<file path="src/common/dp_sram_pkg.sv">
package dp_sram_pkg;
   localparam int ADDR_W = 12;
   localparam int DATA_W = 8;
   localparam int CLK_PERIOD_PS = 25000;
   // Timing figures in ns, cycle counts derived (least times round up)
   localparam int ADDR_SETUP_NS = 0;
   localparam int WRITE_PULSE_NS = 12;
   localparam int FLOAT_DELAY_NS = 10;
   localparam int DATA_SETUP_NS = 10;
   localparam int ACCESS_NS = 15;
   localparam int FLOW_NS = 25;
   localparam int WRITE_PULSE_CYC = (WRITE_PULSE_NS * 1000 + CLK_PERIOD_PS - 1) / CLK_PERIOD_PS;
   localparam int FLOAT_SETUP_CYC =
      ((FLOAT_DELAY_NS + DATA_SETUP_NS) * 1000 + CLK_PERIOD_PS - 1) / CLK_PERIOD_PS;
   localparam int ACCESS_CYC = ((ACCESS_NS + 5) * 1000 + CLK_PERIOD_PS - 1) / CLK_PERIOD_PS;
   localparam int FLOW_CYC = (FLOW_NS * 1000 + CLK_PERIOD_PS - 1) / CLK_PERIOD_PS;
   localparam int CNT_W = 4;
   localparam logic [CNT_W-1:0] CNT_RST = 4'h0;
endpackage : dp_sram_pkg

</file>
<file path="src/rtl/dp_sram_host.sv">
`timescale 1ns/1ps
`default_nettype none
module dp_sram_host
   import dp_sram_pkg::*;
(
   input  wire logic              clk,
   input  wire logic              rst_n,
   input  wire logic              req_valid,
   input  wire logic              req_write,
   input  wire logic              req_hold_drive,
   input  wire logic [ADDR_W-1:0] req_addr,
   input  wire logic [DATA_W-1:0] req_wdata,
   output logic                   req_ready,
   output logic                   rsp_valid,
   output logic [DATA_W-1:0]      rsp_rdata,
   output logic [ADDR_W-1:0]      port_addr_lines,
   output logic                   port_sel_n,
   output logic                   port_we_n,
   output logic                   port_oe_n,
   input  wire logic [DATA_W-1:0] port_data_in,
   output logic [DATA_W-1:0]      port_data_out,
   output logic                   port_data_oe_n
);
   // ------------------------------------------------------------
   // State
   // ------------------------------------------------------------
   typedef enum logic [2:0] {
      IDLE  = 3'h0,
      SETUP = 3'h1,
      RD    = 3'h3,
      WR    = 3'h2,
      DONE  = 3'h6
   } state_e;

   typedef struct packed {
      state_e            st;
      logic [CNT_W-1:0]  cnt;
      logic              wr;
      logic [ADDR_W-1:0] addr;
      logic [DATA_W-1:0] wdata;
      logic              sel_n;
      logic              we_n;
      logic              oe_n;
      logic              drv_n;
      logic              rv;
      logic [DATA_W-1:0] rdata;
   } ctl_s;

   localparam ctl_s CTL_RST = '{st: IDLE, cnt: CNT_RST, wr: 1'b0, addr: '0, wdata: '0,
                                sel_n: 1'b1, we_n: 1'b1, oe_n: 1'b1, drv_n: 1'b1,
                                rv: 1'b0, rdata: '0};

   logic                  rst_s1_r;
   logic                  rst_s2_r;
   logic [DATA_W-1:0]     din_s1_r;
   logic [DATA_W-1:0]     din_s2_r;
   ctl_s                  ctl_r;
   ctl_s                  ctl_nxt;

   // ------------------------------------------------------------
   // Reset release and pin synchroniser
   // ------------------------------------------------------------
   always_ff @(posedge clk or negedge rst_n)
   begin
      if (!rst_n)
      begin
         rst_s1_r <= 1'b0;
         rst_s2_r <= 1'b0;
      end
      else
      begin
         rst_s1_r <= 1'b1;
         rst_s2_r <= rst_s1_r;
      end
   end

   always_ff @(posedge clk or negedge rst_s2_r)
   begin
      if (!rst_s2_r)
      begin
         din_s1_r <= '0;
         din_s2_r <= '0;
      end
      else
      begin
         din_s1_r <= port_data_in;
         din_s2_r <= din_s1_r;
      end
   end

   // ------------------------------------------------------------
   // Access sequencer
   // ------------------------------------------------------------
   always_comb
   begin
      ctl_nxt = ctl_r;
      ctl_nxt.rv = 1'b0;
      case (ctl_r.st)
         IDLE:
         begin
            if (req_valid)
            begin
               // Address moves only with strobe and select high
               ctl_nxt.addr = req_addr;
               ctl_nxt.wdata = req_wdata;
               ctl_nxt.wr = req_write;
               ctl_nxt.we_n = 1'b1;
               ctl_nxt.st = SETUP;
            end
         end
         SETUP:
         begin
            ctl_nxt.sel_n = 1'b0;
            ctl_nxt.cnt = CNT_RST;
            if (ctl_r.wr)
            begin
               // Strobe falls one cycle after address: setup beyond zero
               ctl_nxt.we_n = 1'b0;
               ctl_nxt.oe_n = req_hold_drive ? 1'b0 : 1'b1;
               ctl_nxt.drv_n = 1'b0;
               ctl_nxt.st = WR;
            end
            else
            begin
               ctl_nxt.we_n = 1'b1;
               ctl_nxt.oe_n = 1'b0;
               ctl_nxt.drv_n = 1'b1;
               ctl_nxt.st = RD;
            end
         end
         RD:
         begin
            ctl_nxt.cnt = ctl_r.cnt + 4'h1;
            // Two extra cycles cover the pin synchroniser latency
            if (ctl_r.cnt == CNT_W'(ACCESS_CYC + 2))
            begin
               ctl_nxt.rdata = din_s2_r;
               ctl_nxt.rv = 1'b1;
               ctl_nxt.sel_n = 1'b1;
               ctl_nxt.oe_n = 1'b1;
               ctl_nxt.st = DONE;
            end
         end
         WR:
         begin
            ctl_nxt.cnt = ctl_r.cnt + 4'h1;
            // Output drive low needs float time plus data setup
            if (ctl_r.cnt + 4'h1 >= CNT_W'(ctl_r.oe_n ? WRITE_PULSE_CYC :
                (FLOAT_SETUP_CYC > WRITE_PULSE_CYC ? FLOAT_SETUP_CYC : WRITE_PULSE_CYC)))
            begin
               // Strobe rises, data still driven one cycle for hold
               ctl_nxt.we_n = 1'b1;
               ctl_nxt.st = DONE;
            end
         end
         DONE:
         begin
            // Select and data released after strobe is high
            ctl_nxt.sel_n = 1'b1;
            ctl_nxt.oe_n = 1'b1;
            ctl_nxt.drv_n = 1'b1;
            ctl_nxt.st = IDLE;
         end
         default:
         begin
            ctl_nxt = CTL_RST;
         end
      endcase
   end

   always_ff @(posedge clk or negedge rst_s2_r)
   begin
      if (!rst_s2_r)
         ctl_r <= CTL_RST;
      else
         ctl_r <= ctl_nxt;
   end

   // ------------------------------------------------------------
   // Outputs
   // ------------------------------------------------------------
   // Same-location collisions across ports are the system's duty
   assign req_ready = (ctl_r.st == IDLE);
   assign rsp_valid = ctl_r.rv;
   assign rsp_rdata = ctl_r.rdata;
   assign port_addr_lines = ctl_r.addr;
   assign port_sel_n = ctl_r.sel_n;
   assign port_we_n = ctl_r.we_n;
   assign port_oe_n = ctl_r.oe_n;
   assign port_data_out = ctl_r.wdata;
   assign port_data_oe_n = ctl_r.drv_n;
endmodule : dp_sram_host
`default_nettype wire

</file>
<file path="config.mk">
export PLATFORM = sky130hd
export DESIGN_NAME = dp_sram_host
export DESIGN_NICKNAME = d
export VERILOG_FILES = /design/src/common/dp_sram_pkg.sv /design/src/rtl/dp_sram_host.sv
export SDC_FILE = /design/constraint.sdc
export NUM_CORES = 1
export LEC_CHECK = 0
export ABC_CLOCK_PERIOD_IN_PS = 4000
export BUFFER_PORTS_ARGS = -buffer_cell sky130_fd_sc_hd__buf_4
export CORE_ASPECT_RATIO = 1.5
export CORE_MARGIN = 5
export CORE_UTILIZATION = 58
export CTS_BUF_LIST = sky130_fd_sc_hd__clkbuf_8
export CTS_CLUSTER_DIAMETER = 50
export CTS_CLUSTER_SIZE = 30
export DETAILED_ROUTE_END_ITERATION = 12
export PLACE_DENSITY = 0.95
export SLEW_MARGIN = 20
export SYNTH_ARGS = -nofsm -noshare
export SYNTH_HDL_FRONTEND = slang
export SYNTH_SLANG_ARGS = --single-unit
export TNS_END_PERCENT = 30
</file>
<file path="constraint.sdc">
create_clock -name clk -period 4 [get_ports clk]
set_clock_uncertainty 0.1 [all_clocks]
set_input_delay 1 -clock clk [delete_from_list [all_inputs] [get_ports clk]]
set_output_delay 1 -clock clk [all_outputs]
set_load 0.005 [all_outputs]
</file>
==> results by group <==
Global routing
  – First-pass GRT wire length: 8376 um
  – GRT Residual Overflow: 0
  – Number of global-route vias before repair: 1762
  – Initial antenna violation count: 0
  – Met1 track demand over resource: 0.2117
  – Largest net degree at the start of global routing: 44
  – Met2 usage: 0.3029
  – Met3 GRT Util: 0.06420
  – Grt peak-use layer: met2
  – Global-route total usage across every layer: 0.1835

Place
  – Port Buffers: 66
  – Final HPWL DP: 3555 um
  – GP Congestion: 0.8300

Clock tree
  – # resized after CTS: 0
  – CTS root buffer: clkbuf_8
  – CTS Hold Bufs: 0
  – Num CTS Buffers: 9
  – Clock sink count: 59
  – H-tree levels: 3
  – Clk pin slew, worst setup/hold paths: 0.07 ns
  – Post-CTS Setup Bufs: 0
  – TritonCTS clock tree: done
  – Worst skew pair latency: 0.34 ns
  – Clock Path Buffers: 2

Timing
  – Slew @ Worst Pin: 0.5329 ns
  – Hold Vio Cnt, Final: 0
  – Max Fclk: 372.8 MHz
  – Final Max Slew Viols: 0
  – Max-slew headroom: 0.6447
  – Final setup viols: 0
  – Tmin final: 2.683 ns
  – RSZ-0062 raised after global routing: no
  – Post-Route Setup TNS: 0 ns
  – Fin crit share: 0.6706
  – Hold WS: 0.06497 ns

Synthesis
  – Post-synthesis sequential area ratio: 0.5790
  – EDFF count, synth: 0
  – Synthesis-stage register bit count: 59
  – Ys Warns: 0
  – Synth Instances: 216
  – Avg Inst Size Synth: 11.85 um^2
  – Most used DFF post-synth: dfrtp_1
  – Async SR Flop Fraction: 1.000
  – Area leader, netlist: dfrtp_1
  – Top cell type's share of synthesized area: 0.5379
  – Netlist Area Pre-Place: 0.002559 mm^2
  – Dominant cells by area after synthesis: dfrtp_1 54%, buf_4 8.8%, mux2i_1 8.6%, dfstp_2 4.1%, inv_1 3.8%
  – Synth Net Count: 251
  – Post-synth cell types: 37

Worst setup path
  – Delay-heaviest family, CP: flip-flops
  – CP Cell Sequence: nor3_4, buf_4, buf_4
  – Worst R2R Path Depth: 4
  – Critical path's largest stage delay: 0.57 ns
  – CP Max Fanout: 24
  – Critical path capture point type: output port
  – Critical path class: register to output port
  – Slowest-stage cell, CP: dfrtp_1
  – CP required: 2.90 ns
  – Most frequent CP cell: buf_4
  – Critical path depth: 3
  – Setup crit start kind: register
  – CP arrival: 1.58 ns
  – Buf+Inv Stages, Crit Path: 2

Run status
  – Status: finished, final reports clean

Layout
  – P&R area growth vs syn: 21.52%
  – ANT cells: 0
  – Most common cell after layout, fill and taps aside: buf_4
  – Share of cells above drive strength 1: 0.3722
  – Most frequent cells in the layout: 69 x buf_4, 54 x dfrtp_1, 26 x inv_1, 22 x mux2i_1, 21 x nand2_1
  – Nets: 296

Die
  – Initial Util: 0.6027
  – Die Ht: 91.35 um
  – Core area: 0.004245 mm^2
  – Die area: 0.005867 mm^2
  – Rows: 29
  – Boundary Pins: 67
  – Die W: 64.23 um

Pwr
  – Pleak: 1.541 nW
  – VDD IR max: 0.5340 mV
  – Power Density: 722.8 mW/mm^2

Drt
  – Initial DRC count: 55
  – Routed len/inst: 15.95 um
  – Detail Route Antenna Nets: 0
  – DRC errors left: 0
  – First-pass detailed-route iteration total: 4
  – Drt total wl: 4975 um
  – Vias per inst: 5.298
  – Vias: 1653

Run
  – Max-Cap Viols: 0

Hold path
  – Hold Path Class: register to asynchronous set/reset pin
[worst reg2reg max path, stage by stage, from the launching register on]
cell	delay [ns]
dfrtp_1	0.57
nor2b_1	0.26
a2bb2oi_2	0.14
buf_4	0.34
mux2i_1	0.27
[final timing paths]
check	to	start	slack [ns]
setup / recovery	req_ready	ctl_r[38]	1.32
hold / removal	port_addr_lines[11]	rst_s2_r	0.06
setup reg to reg	port_addr_lines[9]	ctl_r[38]	2.23
hold reg to reg	port_addr_lines[11]	rst_s2_r	0.06
max in group asynchronous	din_s1_r[2]	rst_s2_r	2.92
min in group clk	din_s2_r[2]	din_s1_r[2]	0.25
[sequential cells by signal (all words and copies together) (netlist names), 8 cells and up]
signal	flops
ctl_r	8
port_data_out	8
din_s2_r	8
din_s1_r	8
port_addr_lines	12
rsp_rdata	8
[logic make-up (layout without fill, tap and decap cells)]
family	after synthesis	count (layout)	share of synthesized area
buffers and inverters	62	112	0.1374
adders and majority gates	2	2	0.009778
muxes	23	23	0.09046
and+or+nand+nor	42	42	0.09389
xor gates and xnor gates	2	2	0.006847
other	1	1	0.001466
DFF	59	59	0.5790
AOI/OAI and AO/OA	25	25	0.08117
[where the power goes]
part,switching [W],leakage [nW],total [W],internal (W)
clock network,0.000244,0.114,0.000598,0.000354
registers,0.000155,0.749,0.000912,0.000757
logic,0.000348,0.678,0.000738,0.000389
[final cells by class]
cell class                      count  area [um^2]
Clock buffer                        9        123.9
Fill cell                         271         1136
Timing Repair Buffer               69        518.0
Multi-Input combinational cell     95        725.7
Inverter                           27        101.3
Clock inverter                      7        100.1
Sequential cell                    59         1483
Tap cell                           46        57.56
[cells in the mapped netlist (all sizes together) (3+ instances only)]
cell type and count:
nor2b 4, inv 27, mux2i 22, nor3 5
buf 35, a22o 9, dfstp 4, nand2 21
o22ai 3, dfrtp 55, nand2b 3, a21oi 3
[per-stage QoR]
stage / util / instance area (um^2) / instances / worst slack (ns) / total power [W]
2_1_floorplan: - / 2559 / 216 / 1.904 / 0.001480
3_3_place_gp: 0.6796 / 2885 / 296 / 1.710 / 0.001632
3_5_place_dp: 0.6796 / 2885 / 296 / 1.689 / 0.001664
4_1_cts: 0.7324 / 3109 / 312 / 1.317 / 0.002272
5_1_grt: 0.7324 / 3109 / 312 / 1.228 / 0.002395
6_report: 0.7324 / 3109 / 312 / 1.317 / 0.002247
[metal layers]
layer,up-vias,part of all wire
met4,0,0.016
met1,822,0.36
li1,770,-
met3,8,0.065
met5,-,0
met2,53,0.55
(Power assumes the default switching activity.)
